`src/include/nand_host_pkg.sv`:
```
// Constants and types for the flash identification / parameter page host
// ----------------------------------------------------------------------
// ----------------------------------------------------------------------
`default_nettype none
package nand_host_pkg;
  // Flash commands
  localparam logic [7:0] CMD_READ_ID    = 8'h90;
  localparam logic [7:0] CMD_PARAM_PAGE = 8'hec;
  localparam logic [7:0] CMD_RESET      = 8'hff;
  localparam logic [7:0] CMD_DUMMY      = 8'h00;
  localparam logic [7:0] CMD_STATUS     = 8'h70;
  localparam logic [7:0] CMD_STATUS_ENH = 8'h78;
  localparam logic [7:0] ADDR_ZERO      = 8'h00;
  // Address field positions
  localparam int COL_LSB = 0;
  localparam int COL_MSB = 11;
  localparam int PAGE_LSB = 12;
  localparam int PAGE_MSB = 17;
  localparam int PLANE_BIT = 18;
  localparam int BLK_LSB = 19;
  localparam int BLK_MSB = 31;
  localparam int ROW_CYCLES = 3;
  // Readout lengths
  localparam logic [3:0] ID_LEN    = 4'h5;
  localparam logic [3:0] PARAM_LEN = 4'ha;
  localparam logic [3:0] BUF_DEPTH = 4'ha;
  // Expected parameter page prefix
  localparam logic [7:0] PARAM_EXP [10] = '{8'h4f, 8'h4e, 8'h46, 8'h49,
    8'h02, 8'h00, 8'h1e, 8'h00, 8'h3b, 8'h00};
  // Byte-5 field positions
  localparam int B5_ECC_LSB = 0;
  localparam int B5_PLN_LSB = 2;
  localparam int B5_SIZE_LSB = 4;
  localparam int B5_RSVD = 7;
  // Timing at 10 MHz: STROBE_CYC of one cycle (100 ns); write strobe low two cycles and high four between cycles, read strobe low four
  localparam int CLK_NS = 100;
  localparam int STROBE_NS = 100;
  localparam logic [3:0] STROBE_CYC = 4'((STROBE_NS + CLK_NS - 1) / CLK_NS);
  // Avalon register offsets (word addresses)
  localparam logic [3:0] REG_CTRL   = 4'h0;
  localparam logic [3:0] REG_STATUS = 4'h1;
  localparam logic [3:0] REG_ID_LO  = 4'h2;
  localparam logic [3:0] REG_ID_HI  = 4'h3;
  localparam logic [3:0] REG_FIELDS = 4'h4;
  localparam logic [3:0] REG_ADDR   = 4'h5;
  localparam logic [3:0] REG_BUF    = 4'h6;
  localparam logic [2:0] OP_ID      = 3'h1;
  localparam logic [2:0] OP_PARAM   = 3'h2;
  localparam logic [2:0] OP_STATUS  = 3'h3;
  localparam logic [2:0] OP_STAT_EN = 3'h4;

  typedef enum logic [3:0] {
    ST_IDLE = 4'b0000, ST_CMD = 4'b0001, ST_ADDR = 4'b0011, ST_WAIT = 4'b0010,
    ST_READ_LO = 4'b0110, ST_READ_HI = 4'b0111, ST_DONE = 4'b0101,
    ST_PRE = 4'b0100
  } phase_t;

  typedef struct packed {
    logic [7:0] dq_out;
    logic       dq_oe_n;
    logic       cle;
    logic       ale;
    logic       ce_n;
    logic       we_n;
    logic       read_strobe_n;
  } pins_t;

  typedef struct packed {
    logic [3:0]  address;
    logic        read;
    logic        write;
    logic [31:0] writedata;
  } avs_req_t;

  function automatic logic [7:0] row_byte(input logic [31:0] a, input int k);
    logic [31:0] s;
    s = a >> (PAGE_LSB + 8 * k);
    return s[7:0];
  endfunction
endpackage
`default_nettype wire

```
`src/hdl/nand_id_host.sv`:
```
// Host controller reading flash identification and parameter page
`default_nettype none
module nand_id_host
  import nand_host_pkg::*;
(
  // Clock and reset
  input  wire logic        clk,
  input  wire logic        rst,
  // Avalon-MM slave
  input  wire logic [3:0]  avs_address,
  input  wire logic        avs_read,
  input  wire logic        avs_write,
  input  wire logic [31:0] avs_writedata,
  output logic      [31:0] avs_readdata,
  output logic             avs_waitrequest,
  // Flash pins
  input  wire logic [7:0]  dq_in,
  output logic      [7:0]  dq_out,
  output logic             dq_oe_n,
  output logic             cle,
  output logic             ale,
  output logic             ce_n,
  output logic             we_n,
  output logic             read_strobe_n,
  input  wire logic        ready_busy_n
);
  typedef struct packed {
    phase_t      ph;
    pins_t       pin;
    logic [2:0]  op;
    logic [3:0]  cnt;
    logic [3:0]  tmr;
    logic [2:0]  step;
    logic [39:0] id;
    logic [7:0]  stat;
    logic [31:0] addr;
    logic        need_dummy;
    logic        reset_done;
    logic        busy;
    logic        param_ok;
    logic        done;
    logic [31:0] rdata;
    logic        wait_n;
    logic [3:0]  buf_addr;
    logic        buf_we;
    logic [7:0]  buf_wd;
    logic [3:0]  buf_idx;
  } state_t;

  state_t r, nx;
  logic [7:0] dq_s1, dq_s2;
  logic rb_s1, rb_s2;
  logic [7:0] buf_rd;
  logic [7:0] id_b5;

  // Fifth identification byte
  assign id_b5 = r.id[39:32];

  // ----------------------------------------------------------------------
  // Pin synchronisers
  // ----------------------------------------------------------------------
  always_ff @(posedge clk) begin
    dq_s1 <= dq_in;
    dq_s2 <= dq_s1;
    rb_s1 <= ready_busy_n;
    rb_s2 <= rb_s1;
  end

  byte_store u_store (
    .clk   (clk),
    .we    (r.buf_we),
    .waddr (r.buf_addr),
    .wdata (r.buf_wd),
    .raddr (r.buf_idx),
    .rdata (buf_rd)
  );

  function automatic logic [7:0] step_cmd(input logic [2:0] op);
    case (op)
      OP_ID:      step_cmd = CMD_READ_ID;
      OP_PARAM:   step_cmd = CMD_PARAM_PAGE;
      OP_STAT_EN: step_cmd = CMD_STATUS_ENH;
      default:    step_cmd = CMD_STATUS;
    endcase
  endfunction

  // ----------------------------------------------------------------------
  // Next state
  // ----------------------------------------------------------------------
  always_comb begin
    nx = r;
    nx.buf_we = 1'b0;
    nx.wait_n = 1'b0;
    // Register bus: one wait cycle, answer on the second
    if ((avs_read || avs_write) && !r.wait_n) begin
      nx.wait_n = 1'b1;
      case (avs_address)
        REG_STATUS: nx.rdata = {24'h0, r.stat[7:0]} | 32'h0;
        REG_ID_LO:  nx.rdata = r.id[31:0];
        REG_ID_HI:  nx.rdata = {24'h0, r.id[39:32]};
        REG_FIELDS: nx.rdata = {8'h00, 8'h01 << id_b5[B5_ECC_LSB +: 2],
                                8'h01 << id_b5[B5_PLN_LSB +: 2], 4'h0,
                                id_b5[B5_RSVD], id_b5[B5_SIZE_LSB +: 3]};
        REG_ADDR:   nx.rdata = r.addr;
        REG_BUF:    nx.rdata = {24'h0, buf_rd};
        REG_CTRL:   nx.rdata = {26'h0, r.param_ok, r.reset_done, r.need_dummy,
                                r.done, r.busy, rb_s2};
        default:    nx.rdata = 32'h0;
      endcase
      if (avs_address == REG_STATUS) begin
        nx.rdata = {24'h0, r.stat};
      end
    end
    // Writes land at the edge that sees waitrequest low
    if (avs_write && r.wait_n) begin
      if (avs_address == REG_ADDR) begin
        nx.addr = avs_writedata;
      end
      if (avs_address == REG_BUF) begin
        nx.buf_idx = avs_writedata[3:0];
      end
      if (avs_address == REG_CTRL && !r.busy) begin
        nx.op = avs_writedata[2:0];
        nx.busy = 1'b1;
        nx.done = 1'b0;
        nx.ph = ST_PRE;
        nx.step = 3'h0;
      end
    end
    if (r.tmr != 4'h0) begin
      nx.tmr = r.tmr - 4'h1;
    end else begin
      case (r.ph)
        ST_IDLE: nx.pin.ce_n = 1'b1;
        // Prefix commands: reset before the first parameter page only, dummy before status after an identification read
        ST_PRE: begin
          nx.pin.ce_n = 1'b0;
          if (r.op == OP_PARAM && !r.reset_done) begin
            nx.pin.dq_out = CMD_RESET;
            nx.reset_done = 1'b1;
            nx.ph = ST_CMD;
            nx.step = 3'h7;
          end else if ((r.op == OP_STATUS || r.op == OP_STAT_EN) && r.need_dummy) begin
            nx.pin.dq_out = CMD_DUMMY;
            nx.need_dummy = 1'b0;
            nx.ph = ST_CMD;
            nx.step = 3'h7;
          end else begin
            nx.pin.dq_out = step_cmd(r.op);
            nx.ph = ST_CMD;
            nx.step = 3'h0;
          end
          nx.pin.cle = 1'b1;
          nx.pin.we_n = 1'b0;
          nx.pin.dq_oe_n = 1'b0;
          nx.tmr = STROBE_CYC;
        end
        // Rising write strobe latches the cycle
        ST_CMD: begin
          nx.pin.we_n = 1'b1;
          nx.tmr = STROBE_CYC;
          if (r.pin.we_n) begin
            nx.pin.cle = 1'b0;
            nx.pin.ale = 1'b0;
            if (r.step == 3'h7) begin
              nx.ph = ST_WAIT;
            end else if (r.op == OP_STATUS) begin
              nx.ph = ST_READ_LO;
              nx.pin.dq_oe_n = 1'b1;
            end else begin
              nx.ph = ST_ADDR;
            end
          end
        end
        ST_ADDR: begin
          nx.pin.ale = 1'b1;
          nx.pin.we_n = 1'b0;
          nx.tmr = STROBE_CYC;
          nx.pin.dq_out = (r.op == OP_STAT_EN) ? row_byte(r.addr, int'(r.step))
                                               : ADDR_ZERO;
          if (r.op == OP_STAT_EN && r.step != 3'(ROW_CYCLES - 1)) begin
            nx.step = r.step + 3'h1;
            nx.ph = ST_CMD;
          end else begin
            nx.step = 3'h6;
            nx.ph = ST_CMD;
          end
          nx.cnt = 4'h0;
          if (r.op == OP_ID) begin
            nx.need_dummy = 1'b1;
          end
        end
        ST_WAIT: begin
          nx.pin.dq_oe_n = 1'b1;
          if (rb_s2) begin
            nx.ph = ST_PRE;
          end
        end
        // Falling read strobe steps the device to its next byte
        ST_READ_LO: begin
          nx.pin.dq_oe_n = 1'b1;
          nx.pin.read_strobe_n = 1'b0;
          nx.tmr = STROBE_CYC + 4'h2;
          nx.ph = ST_READ_HI;
        end
        ST_READ_HI: begin
          nx.pin.read_strobe_n = 1'b1;
          nx.tmr = STROBE_CYC;
          nx.buf_we = 1'b1;
          nx.buf_addr = r.cnt;
          nx.buf_wd = dq_s2;
          nx.cnt = r.cnt + 4'h1;
          if (r.op == OP_ID) begin
            nx.id = {dq_s2, r.id[39:8]};
          end
          if (r.op == OP_PARAM && dq_s2 != PARAM_EXP[r.cnt]) begin
            nx.param_ok = 1'b0;
          end
          if (r.op == OP_STATUS || r.op == OP_STAT_EN) begin
            nx.stat = dq_s2;
          end
          if (r.op == OP_STATUS || r.op == OP_STAT_EN ||
              (r.op == OP_ID && r.cnt == ID_LEN - 4'h1) ||
              (r.op == OP_PARAM && r.cnt == PARAM_LEN - 4'h1)) begin
            nx.ph = ST_DONE;
          end else begin
            nx.ph = ST_READ_LO;
          end
        end
        ST_DONE: begin
          nx.busy = 1'b0;
          nx.done = 1'b1;
          nx.ph = ST_IDLE;
          if (r.op == OP_ID && r.id[39 - (7 - B5_RSVD)] != 1'b0) begin
            nx.param_ok = 1'b0;
          end
        end
        default: nx.ph = ST_IDLE;
      endcase
    end
    if (r.ph == ST_PRE && r.tmr == 4'h0 && r.op == OP_PARAM) begin
      nx.param_ok = 1'b1;
    end
    if (r.ph == ST_ADDR && r.op != OP_STAT_EN) begin
      nx.step = 3'h6;
    end
    if (r.ph == ST_CMD && r.pin.we_n && r.step == 3'h6 && r.tmr == 4'h0) begin
      nx.ph = ST_WAIT;
    end
    if (r.ph == ST_WAIT && rb_s2 && r.tmr == 4'h0 && r.step == 3'h6) begin
      nx.ph = ST_READ_LO;
    end
  end

  always_ff @(posedge clk) begin
    if (rst) begin
      r <= '0;
      r.ph <= ST_IDLE;
      r.pin <= '{dq_out: 8'h00, dq_oe_n: 1'b1, cle: 1'b0, ale: 1'b0,
                 ce_n: 1'b1, we_n: 1'b1, read_strobe_n: 1'b1};
    end else begin
      r <= nx;
    end
  end

  assign avs_readdata = r.rdata;
  assign avs_waitrequest = !r.wait_n;
  assign dq_out = r.pin.dq_out;
  assign dq_oe_n = r.pin.dq_oe_n;
  assign cle = r.pin.cle;
  assign ale = r.pin.ale;
  assign ce_n = r.pin.ce_n;
  assign we_n = r.pin.we_n;
  assign read_strobe_n = r.pin.read_strobe_n;

  // ----------------------------------------------------------------------
  // Checks
  // ----------------------------------------------------------------------
  chk_strobes_apart: assert property (@(posedge clk) disable iff (rst)
    !(!we_n && !read_strobe_n)) else $error("Write and read strobes low together");
  chk_id_cmd_code: assert property (@(posedge clk) disable iff (rst)
    (cle && !we_n && r.op == OP_ID && r.step == 3'h0) |-> dq_out == CMD_READ_ID)
    else $error("Wrong identification command");
  chk_param_cmd: assert property (@(posedge clk) disable iff (rst)
    (cle && !we_n && r.op == OP_PARAM && r.step == 3'h0) |-> dq_out == CMD_PARAM_PAGE)
    else $error("Wrong parameter command");
  chk_reset_first: assert property (@(posedge clk) disable iff (rst)
    (cle && !we_n && dq_out == CMD_PARAM_PAGE) |-> r.reset_done)
    else $error("Parameter page without reset");
  chk_dummy_first: assert property (@(posedge clk) disable iff (rst)
    (cle && !we_n && dq_out == CMD_STATUS) |-> !r.need_dummy)
    else $error("Status read without dummy");
  chk_read_pulse: assert property (@(posedge clk) disable iff (rst)
    $fell(read_strobe_n) |=> !read_strobe_n [*3] ##1 read_strobe_n)
    else $error("Read strobe width wrong");
  chk_addr_zero: assert property (@(posedge clk) disable iff (rst)
    (ale && !we_n && r.op != OP_STAT_EN) |-> dq_out == ADDR_ZERO && r.cnt == 4'h0)
    else $error("Address cycle not zero");
  chk_bus_answer: assert property (@(posedge clk) disable iff (rst)
    (avs_read && avs_waitrequest) |=> !avs_waitrequest)
    else $error("Bus answer late");
endmodule
`default_nettype wire

```
`src/hdl/byte_store.sv`:
```
// Small byte memory with registered read data
`default_nettype none
module byte_store
  import nand_host_pkg::*;
(
  // Clock
  input  wire logic       clk,
  // Write port
  input  wire logic       we,
  input  wire logic [3:0] waddr,
  input  wire logic [7:0] wdata,
  // Read port
  input  wire logic [3:0] raddr,
  output logic      [7:0] rdata
);
  logic [7:0] mem [BUF_DEPTH];
  always_ff @(posedge clk) begin
    if (we && waddr < BUF_DEPTH) begin
      mem[waddr] <= wdata;
    end
    rdata <= (raddr < BUF_DEPTH) ? mem[raddr] : 8'h00;
  end
endmodule
`default_nettype wire

```
`config.mk`:
```
export PLATFORM = sky130hd
export DESIGN_NAME = nand_id_host
export DESIGN_NICKNAME = d
export VERILOG_FILES = /design/src/include/nand_host_pkg.sv /design/src/hdl/nand_id_host.sv /design/src/hdl/byte_store.sv
export SDC_FILE = /design/constraint.sdc
export NUM_CORES = 1
export LEC_CHECK = 0
export BUFFER_PORTS_ARGS = -buffer_cell sky130_fd_sc_hd__clkbuf_2
export CAP_MARGIN = 30
export CORE_MARGIN = 1.5
export CORE_UTILIZATION = 53
export DETAILED_ROUTE_END_ITERATION = 12
export PLACE_DENSITY = 0.72
export SYNTH_ARGS = -nofsm -noshare
export SYNTH_HDL_FRONTEND = slang
export SYNTH_SLANG_ARGS = --single-unit
```
`constraint.sdc`:
```
create_clock -name clk -period 2.9 [get_ports clk]
set_input_delay 0.58 -clock clk [delete_from_list [all_inputs] [get_ports clk]]
set_output_delay 0.58 -clock clk [all_outputs]
set_load 0.005 [all_outputs]
```
[Yosys cells after proc, flatten, opt, wreduce, memory -nomap -nowiden]
Memories as Yosys holds them, arrays and structs flattened. A register that Yosys moved wholly into a read port is not among the register bits.
Index checks and enable logic that the tools add are counted.
Word-level totals
  register bits after elaboration: 185
  RAM bits: 80
  memory bits (read-only): 128
  bits of input ports: 49
  output and inout port bits: 47
  word-level logic and storage cells: 206
  memories: 2
Memories
  (name not given): words 16, bits a word 8, rd ports 1, clocked after Yosys merged registers in 0, wr ports 0, line nand_id_host.sv:216  | if (r.op == OP_PARAM && dq_s2 != PARAM_EXP[r.cnt]) begin
  u_store.mem: words 10, bits a word 8, rd ports 1, clocked after Yosys merged registers in 1, wr ports 1, line byte_store.sv:16  | logic [7:0] mem [BUF_DEPTH];
Cells by class
  $add $sub $neg: 4
  magnitude comparators: 3
  equal/unequal tests: 33
  shift-type cells: 3
  multiplexer cells: 62
  bitwise gates (word level): 2
  reductions and logical operators: 65
Operator list (number)
  32-bit one-hot mux with 6 select lines: 1
  51-bit 2-to-1 mux: 1
  48-bit 2-to-1 mux: 1
  8-bit 2-to-1 mux: 6
  40-bit 2-to-1 mux: 1
  3-bit 2-to-1 mux: 11
  4-bit by 3-bit equality test with 1-bit output (second input constant): 8
  32-bit 2-to-1 mux: 1
  32-bit by 7-bit right shift with 8-bit output: 1
  4-bit one-hot mux with 7 select lines: 1
  4-bit 2-to-1 mux: 6
  8-bit one-hot mux with 3 select lines: 1
  1-bit logical AND: 20
  18-bit 2-to-1 mux: 1
  2-bit AND reduction: 9
  1-bit 2-to-1 mux: 17
  4-bit by 2-bit equality test with 1-bit output (second input constant): 4
  4-bit one-hot mux with 2 select lines: 2
  8-bit one-hot mux with 2 select lines: 1
  1-bit by 2-bit left shift with 8-bit output (first input constant): 2
  3-bit AND reduction: 5
  1-bit one-hot mux with 2 select lines: 7
  2-bit nonzero test: 7
  4-bit zero test: 3
  other kinds (31): 55

[Longest topological paths before layout]
Gate-level depths: netlist of the first run.
  word-level depth: 10
  mapped depth: 9
  depth with buffers taken out: 7

[Hierarchy]
From an unflattened synthesis of the first run, not the netlist that was laid out.
Second synthesis, totals
  cell total of the unflattened synthesis: 1208
  area total of the unflattened synthesis: 11797.6 um^2
Modules (own cells, without submodules)
  nand_id_host: times used 1, cells each 1019, area each 8374.3 um^2
  byte_store: times used 1, cells each 189, area each 3423.3 um^2

[Least setup slack after synthesis of the first run]
No wires, ideal clock.
  path kind: input-to-reg
  from: input avs_address[0]
  to: register r[164] in the netlist's numbering
  setup time: 131 ps
  arrival: 1961 ps
  required time: 2769 ps
  slack: 808 ps
  cell stages on the path: 6
  path through: buf_6 -> or4_4 -> or3_4 -> a31oi_1 -> o22a_1 -> o22ai_1
Between the ends
  word-level cells in the longest chain between the ends: 9
  elaborated cells on any way between the ends: 10
  classes of those cells: mux: 8; reduce/logical: 2
RTL lines
  from (decl): line nand_id_host.sv:10  | input wire logic [3:0] avs_address,
  4-bit zero test (*): line nand_id_host.sv:122  | if (avs_address == REG_CTRL && !r.busy) begin
  1-bit logical AND (*): line nand_id_host.sv:122
  4-bit 2-to-1 mux (*): line nand_id_host.sv:122
  4-bit 2-to-1 mux (*): line nand_id_host.sv:115  | if (avs_write && r.wait_n) begin
  4-bit 2-to-1 mux (on tied branches): line nand_id_host.sv:195, nand_id_host.sv:162
  4-bit one-hot mux with 7 select lines: line nand_id_host.sv:133  | case (r.ph)
  18-bit 2-to-1 mux (*): line nand_id_host.sv:130  | if (r.tmr != 4'h0) begin
  3-bit 2-to-1 mux (*): line nand_id_host.sv:247  | if (r.ph == ST_CMD && r.pin.we_n && r.step == 3'h6 && r.tmr == 4'h0) begin
  3-bit 2-to-1 mux (*): line nand_id_host.sv:250  | if (r.ph == ST_WAIT && rb_s2 && r.tmr == 4'h0 && r.step == 3'h6) begin
  to (signal assigned): line nand_id_host.sv:262  | r <= nx;
  to (decl): line nand_id_host.sv:50  | state_t r, nx;
Mark *: on every way between the ends. The rest lies on a longest branch, timed or not.
A chain may end at the register's enable or synchronous reset.

[Worst setup path after layout of the first run]
  from: register r[138] in the netlist's numbering
  to: register r[51] in the netlist's numbering
Between the ends
  word-level cells in the longest chain between the ends: 5
  elaborated cells on any way between the ends: 10
  classes of those cells: eq/ne: 3; mux: 1; reduce/logical: 6
RTL lines
  4-bit zero test: line nand_id_host.sv:241  | if (r.ph == ST_PRE && r.tmr == 4'h0 && r.op == OP_PARAM) begin
  1-bit logical AND (2 in series): line nand_id_host.sv:241
  3-bit inequality test (no source line), or another cell as far along
  4-bit AND reduction (no source line)
Parallel ways exist; a longest one is shown, timed or not.

==> results.cfg, run 1 <==
[sta]
setup_viol = 0
skew_ps = 11.6
tightest_slew_ps = 757
worst_slack_ps = 559
drv_slew = 0
clock.fmax_ghz = 0.427
tns_ps = 0
rsz0062_at_grt = false
hold_viol_final = 0
worst_hold_slack_ps = 141
max_slew_margin_pct = 49.3
fin_crit_sh_pct = 80.7
min_period_ps = 2340

[setup_path]
worstSetupStartpointType = flop
crit_slowest_cell = or3b_1
critPathTopFamily = simple AND/OR/NAND/NOR gates
arrival_ps = 2750
crit_type = reg2reg
reg2reg_slack_ps = 560
critPathMaxFanout = 16
startpoint = r[138]$_SDFFE_PP0P_
timing.rr.start = r[138]$_SDFFE_PP0P_
crit_chain = inv_1, ha_1, or3b_1, nor3b_1, nand2_1, o31ai_1, o21ai_0
cp_data_required_time_ps = 3310
crit_path_max_incr_delay_ps = 620
end_kind = flop
path_buf_inv = 1

[layout]
diodes = 0
fin_util_pct = 61.2
drive_gt1_share_pct = 17.5
syn_to_final_growth_pct = 12.2
nets = 1268

[power_and_ir_drop]
leakagePower_nw = 4.55
pwr_density_cell_nw_per_um2 = 622
total_power_mw = 8.10
ir_drop_mv = 0.521

[synthesis]
yosysSeqAreaShare_pct = 54.0
synth_area_sq_um = 11600
synth_nets = 1232
ys_ff_latch = 273
yosysUniqueCellTypes = 73
syn_avg_cell_area_sq_um = 9.90
synthFlopType = dfxtp_1
syn_inst = 1173
synth-edff-count = 80
ys_warn_count = 0
ys_async_sr_fraction_pct = 0

[clock_tree]
cts.repair.resized = 0
clk_latency_ps = 540
cts_buffers = 28
cts_tree = yes
h-tree-depth = 1
holdBufCountCts = 0
root_buffer = clkbuf_16
path_clk_slew_ps = 60
cts_sinks = 273
postCtsSetupBuffers = 0
clock_path_buffers = 3

[die]
coreArea_sq_um = 21300
start_util_pct = 54.5
die_width_um = 151
dieHeight_um = 151
num_rows = 53
io_pins = 96
die_area_sq_um = 22800

[detailed_routing]
ant_nets = 0
drtIter0Drc = 873
dr.pass1.iters = 5
drc = 0
drt_wl_total_um = 28100
viasPerCell = 5.87
vias = 8827
drt-wirelength-per-cell_um = 18.7

[global_routing]
gr-total-overflow = 0
grt_pass1_vias = 8121
antenna_found_initial = 0
grt_use_total_pct = 24.8
grt_pass1_wl_um = 44000
grt_max_degree = 53

[placed_design]
io_buffers = 95
dp_hpwl_um = 19300
pre_cts_ws_ps = 524
place.gp.congestion = 0.881

[min_path]
holdCritPathClass = in2reg
min-delay-start = ready_busy_n

[run]
max_cap_violations = 0

[run_status]
outcome = finished, final reports clean
==> metrics by stage <==
| stage | std cells | instance area, sq um |
|---|---|---|
| final | 1505 | 13000 |
| after global placement | 1453 | 12100 |
| after detailed placement | 1454 | 12100 |
| after global routing | 1505 | 13000 |
| after CTS | 1505 | 13000 |
| after floorplan | 1173 | 11600 |
==> cell usage in the layout (no fill, tap or decap), types with 9 or more instances in the layout <==
master	n
dfxtp_1	193
nand3_1	17
nor2_1	96
o21ai_0	34
buf_4	32
nand2_1	209
ha_1	10
a22oi_1	38
nor3_1	17
clkbuf_16	30
mux4_2	17
nor2b_1	9
a211oi_1	14
edfxtp_1	80
nand2b_1	9
nand3b_1	10
a21oi_1	119
mux2i_1	32
inv_1	17
a22o_1	16
clkbuf_2	96
==> layout make-up <==
| cell class | instances | area, sq um |
|---|---|---|
| clock buffer | 48 | 901 |
| sequential | 273 | 6270 |
| inverter | 17 | 63.8 |
| clock inverter | 3 | 20.0 |
| tap | 275 | 344 |
| timing repair buffer | 129 | 778 |
| multi-input combinational | 760 | 4660 |
| fill | 1772 | 8260 |
==> Yosys cell counts (all sizes together), types with 4 or more instances <==
cell type / count / area share [%]
a211oi: 14 / 0.91
a21boi: 4 / 0.26
a21oi: 121 / 5.3
a221oi: 6 / 0.45
a222oi: 6 / 0.52
a22o: 16 / 1.2
a22oi: 38 / 2.5
a31oi: 6 / 0.32
buf: 69 / 3.9
clkbuf: 54 / 1.7
dfxtp: 193 / 33
edfxtp: 80 / 21
ha: 10 / 1.1
inv: 17 / 0.55
mux2: 8 / 0.78
mux2i: 32 / 2.8
mux4: 17 / 3.3
nand2: 209 / 6.8
nand2b: 9 / 0.48
nand3: 17 / 0.73
nand3b: 10 / 0.65
nor2: 96 / 3.1
nor2b: 9 / 0.48
nor3: 19 / 0.96
nor3b: 5 / 0.32
nor4: 4 / 0.32
nor4b: 5 / 0.49
o21ai: 35 / 1.5
o32ai: 4 / 0.30
or3b: 4 / 0.30
==> layer usage <==
layer  wire, um  vias up  share of wire, %  track usage (%)
li1           -     4212                 -                -
met4        930        0               3.3             8.54
met2      13400      323                48             41.2
met5          0        -                 0                0
met1      12100     4236                43             33.4
met3       1720       56               6.1             3.13
==> power breakdown <==
part	switching (mW)	internal [mW]
sequential	0.0470	3.96
clock	1.41	2.10
combinational	0.377	0.212
total	1.84	6.26
==> state kept, by name, indices dropped and copies added, names as in the netlist <==
signal         cells
rb_s2              1
id_b5              8
dq_out             8
r                113
cle                1
dq_s2              8
rb_s1              1
dq_s1              8
read_strobe_n      1
we_n               1
u_store.mem       80
avs_readdata      32
ce_n               1
dq_oe_n            1
ale                1
u_store.rdata      8
==> final timing paths <==
kind                   endpoint  cells past startpoint
min reg2reg    dq_s2[2]$_DFF_P_                      0
max          r[51]$_SDFFE_PP0P_                      7
min               rb_s1$_DFF_P_                      1
max reg2reg  r[51]$_SDFFE_PP0P_                      7
==> logic make-up after synthesis <==
logic type | count (synthesis) | synth area share (%)
and+or+nand+nor | 414 | 16.6
muxes | 57 | 6.83
AOI/OAI and AO/OA | 275 | 15.0
adders and majority gates | 10 | 1.08
xor gates and xnor gates | 4 | 0.302
DFF | 273 | 54.0
buffers and inverters | 140 | 6.22
Power figures use the tool's default switching activity.
==> run 2, diff against run 1 <==
Clock period 2.9 ns to 2.2 ns, I/O delays scaled along.
==> results.cfg, run 2 (synthesis gave the netlist of run 1 again) <==
[placed_design]
io_buffers = 95
dp_hpwl_um = 19600
place.gp.congestion = 0.878

[die]
dieHeight_um = 151
coreArea_sq_um = 21300
die_area_sq_um = 22800
io_pins = 96
die_width_um = 151
num_rows = 53
start_util_pct = 54.5

[setup_path]
path_buf_inv = 2
critPathMaxFanout = 11
arrival_ps = 2380
critPathTopFamily = compound AO/OA/AOI/OAI gates
cp_data_required_time_ps = 2590
crit_slowest_cell = or3b_4
end_kind = flop
crit_chain = inv_1, ha_1, or3b_4, buf_4, a21oi_2, a21boi_0, a311oi_1
crit_path_max_incr_delay_ps = 450
crit_type = reg2reg
worstSetupStartpointType = flop

[sta]
max_slew_margin_pct = 55.2
skew_ps = 7.37
min_period_ps = 1990
tns_ps = 0
drv_slew = 0
setup_viol = 0
clock.fmax_ghz = 0.503
fin_crit_sh_pct = 90.3
tightest_slew_ps = 670
rsz0062_at_grt = false
hold_viol_final = 0

[detailed_routing]
drtIter0Drc = 784
drt-met1-wl_um = 12100
drc = 0
top_layer = met4
drt-wirelength-per-cell_um = 18.4
ant_nets = 0
wl_met3_um = 1680
vias = 8974
viasPerCell = 5.83
drt_wl_total_um = 28300
wl_met2_um = 13600
dr.pass1.iters = 5

[clock_tree]
h-tree-depth = 1
clock_path_buffers = 3
root_buffer = clkbuf_16
cts_sinks = 273
postCtsSetupBuffers = 0
cts_buffers = 28
clk_latency_ps = 540
path_clk_slew_ps = 60
cts_tree = yes

[global_routing]
grt_use_total_pct = 24.9
grt_pass1_vias = 8431
gr-total-overflow = 0
antenna_found_initial = 0
grt_max_degree = 56
grt_pass1_wl_um = 44200

[power_and_ir_drop]
pwr_density_cell_nw_per_um2 = 820
leakagePower_nw = 4.75
total_power_mw = 11.0
ir_drop_mv = 0.578

[layout]
drive_gt1_share_pct = 19.4
fin_util_pct = 62.9
syn_to_final_growth_pct = 15.3
mostFrequentLayoutCell = nand2_1
diodes = 0
final_cell_mix = nand2_1 (209), dfxtp_1 (193), a21oi_1 (119), nor2_1 (96), clkbuf_2 (94)
largest_register = r
nets = 1302
largest_reg_flops = 113

[min_path]
holdCritPathClass = in2reg

[run_status]
outcome = finished, final reports clean

[run]
max_cap_violations = 0
## run 2: final cells by class
class                      instances  area (sq um)
fill                            1721          7910
sequential                       273          6270
multi-input combinational        760          4670
timing repair buffer             163          1090
clock buffer                      35           768
tap                              275           344
clock inverter                    15           185
inverter                          17          63.8
## run 2: per-stage QoR
step / setup slack, ps / instances / hold WS (ps) / cell area (sq um)
floorplan: 248 / 1173 / 310 / 11600
CTS: 98.5 / 1538 / 108 / 13400
global route: 51.0 / 1538 / 116 / 13400
global placement: 135 / 1479 / 312 / 12300
finish: 213 / 1538 / 117 / 13400
detailed placement: 124 / 1479 / 312 / 12300
## run 2: routing by layer
layer  track usage [%]  vias up
li1                  -     4279
met1              32.4     4345
met2              41.7      293
met3              4.04       57
met4              9.51        0
met5                 0        -
## run 2: worst register-to-register path, stage by stage, from the launching register on
cell,delay (ps)
dfxtp_1,320
inv_1,100
ha_1,200
or3b_4,450
buf_4,200
a21oi_2,140
a21boi_0,300
a311oi_1,140
## run 2: path summary, 6_finish.rpt
kind / start / end / slack (ps) / cells past startpoint
worst max-delay path: r[139]$_SDFFE_PP0P_ / dq_out[3]$_SDFFE_PP0P_ / 210 / 7
worst min-delay path: avs_writedata[27] / r[82]$_SDFFE_PP0P_ / 120 / 3
worst max register to register: r[139]$_SDFFE_PP0P_ / dq_out[3]$_SDFFE_PP0P_ / 210 / 7
worst min register to register: dq_s1[2]$_DFF_P_ / dq_s2[2]$_DFF_P_ / 320 / 0
## run 2: timing repair
action / 4_1_cts / 5_1_grt
hold endpoints to repair: 9 / 0
setup endpoints to repair: 0 / 4
hold buffers: 9 / 0
gates resized for setup: 0 / 3
## run 2: report_power, final
group	switching (mW)	internal, mW
logic	0.507	0.335
registers	0.0702	5.21
clock network	1.92	2.93
total	2.49	8.48
==> run 3, diff against run 2 <==
Settings changed: CORE_UTILIZATION 53 to 50, GPL_TIMING_DRIVEN set to 1, PLACE_DENSITY 0.72 to 0.69, REMOVE_ABC_BUFFERS set to 1.
==> results.cfg, run 3 (synthesis gave the netlist of run 1 again) <==
[detailed_routing]
viasPerCell = 5.75
dr.pass1.iters = 6
drt-wirelength-per-cell_um = 18.1
vias = 8887
ant_nets = 0
drtIter0Drc = 854
drc = 0
drt_wl_total_um = 28000

[power_and_ir_drop]
pwr_density_cell_nw_per_um2 = 816
leakagePower_nw = 4.75
ir_drop_mv = 0.512

[sta]
tightest_slew_ps = 669
rsz0062_at_grt = false
min_period_ps = 2030
fin_crit_sh_pct = 92.2
drv_slew = 0
max_slew_margin_pct = 55.3
hold_viol_final = 0
skew_ps = 9.47
worst_slack_ps = 171
worst_hold_slack_ps = 17.3
clock.fmax_ghz = 0.493
setup_viol = 0

[die]
num_rows = 55
coreArea_sq_um = 22700
io_pins = 96
dieHeight_um = 155
start_util_pct = 51.1
die_area_sq_um = 24100
die_width_um = 155

[global_routing]
gr-total-overflow = 0
antenna_found_initial = 0
grt_use_total_pct = 22.9
grt_pass1_wl_um = 43900
grt_max_degree = 47
grt_pass1_vias = 8322

[setup_path]
critPathMaxFanout = 12
reg2reg_slack_ps = 170
cp_data_required_time_ps = 2650
worstReg2RegEnd = dq_out[2]$_SDFFE_PP0P_
crit_path_max_incr_delay_ps = 550
timing.rr.start = r[163]$_SDFF_PP0_
end_kind = flop
arrival_ps = 2480
crit_chain = nand4bb_1, nor3_1, nand2_1, a211oi_1
crit_slowest_cell = dfxtp_1
crit_type = reg2reg
worstRegToRegCells = 4
worstSetupStartpointType = flop

[placed_design]
place.gp.congestion = 0.891
dpl-instance-area_sq_um = 12300
dp_cells = 1487
dp_hpwl_um = 19700
pre_cts_ws_ps = 119
io_buffers = 95

[layout]
stdcell_count = 1545
regArea_sq_um = 6270
mostFrequentLayoutCell = nand2_1
fill_cells = 1935
largest_register = r
largest_reg_flops = 113
fin_util_pct = 59.0
diodes = 0
drive_gt1_share_pct = 19.2
nets = 1298
multi_input_area_sq_um = 4670
final_cell_mix = nand2_1 (209), dfxtp_1 (193), a21oi_1 (119), nor2_1 (96), clkbuf_2 (96)
syn_to_final_growth_pct = 15.3
final_cell_area_sq_um = 13400

[min_path]
min-delay-start = dq_in[3]
holdCritPathClass = in2reg
whs_path_depth = 1
hold_end = dq_s1[3]$_DFF_P_

[clock_tree]
cts_tree = yes
clock_path_buffers = 3
cts_sinks = 273
cts_buffers = 28
h-tree-depth = 1
clk_latency_ps = 530
root_buffer = clkbuf_16
path_clk_slew_ps = 60

[run]
max_cap_violations = 0

[run_status]
outcome = finished, final reports clean
## run 3: changes by cell type in the layout (fill, tap and decap cells not counted), sizes merged
cell and delta:
dlygate4sd3 -2, clkinvlp -4, clkbuf +9, inv +2, clkinv -4, buf -2, bufinv -2
## run 3: how the worst max path moves through the flow
stage	startpoint	cells after the start	slack, ps	end
after floorplan	avs_address[3]	4	-1820	r[55]$_SDFFE_PP0P_
after global placement	avs_address[2]	6	170	r[164]$_SDFF_PP0_
after detailed placement	avs_address[2]	6	120	r[164]$_SDFF_PP0_
after CTS	r[139]$_SDFFE_PP0P_	7	120	dq_out[3]$_SDFFE_PP0P_
after global routing	r[146]$_SDFFE_PP0P_	5	10	dq_out[5]$_SDFFE_PP0P_
final	r[163]$_SDFF_PP0_	4	170	dq_out[2]$_SDFFE_PP0P_
## run 3: timing repair
item	CTS	global route
resized for setup	0	3
endpoints found under the setup margin	0	28
buffers inserted	0	0
hold buffers	7	0
endpoints found under the hold margin	7	0
## run 3: area by class of cell
cell class | instances | area share [%]
clock buffers | 44 | 6.49
flip-flops and latches | 273 | 46.8
well taps | 285 | 2.66
repair buffers | 159 | 8.04
clock inverters | 7 | 0.673
multi-input cells | 760 | 34.9
inverters | 17 | 0.477
## run 3: metal layers
layer	GRT usage (%)	part of all wire [%]	vias up
met5	0	0	-
met4	5.94	2.0	0
met3	3.20	6.4	37
met2	38.0	48	319
met1	31.6	44	4241
li1	-	-	4290
## run 3: metrics by stage
| step | TNS (ps) | power [mW] |
|---|---|---|
| 6_report | 0 | 10.9 |
| 5_1_grt | 0 | 11.3 |
| 4_1_cts | 0 | 11.0 |
| 3_5_place_dp | 0 | 6.16 |
| 3_3_place_gp | 0 | 6.16 |
| 2_1_floorplan | -110470 | 5.79 |
## run 3: power breakdown
part | internal [mW] | leakage, nW | switching, mW
sequential | 5.21 | 2.31 | 0.0648
combinational | 0.312 | 1.97 | 0.500
clock | 2.94 | 0.481 | 1.89
## run 3: critical path, delay by kind of cell (launching register included)
| family | cells | cell delay, ps |
|---|---|---|
| flip-flops | 1 | 550 |
| AO/OA/AOI/OAI | 1 | 240 |
| AND/OR/NAND/NOR | 3 | 1150 |
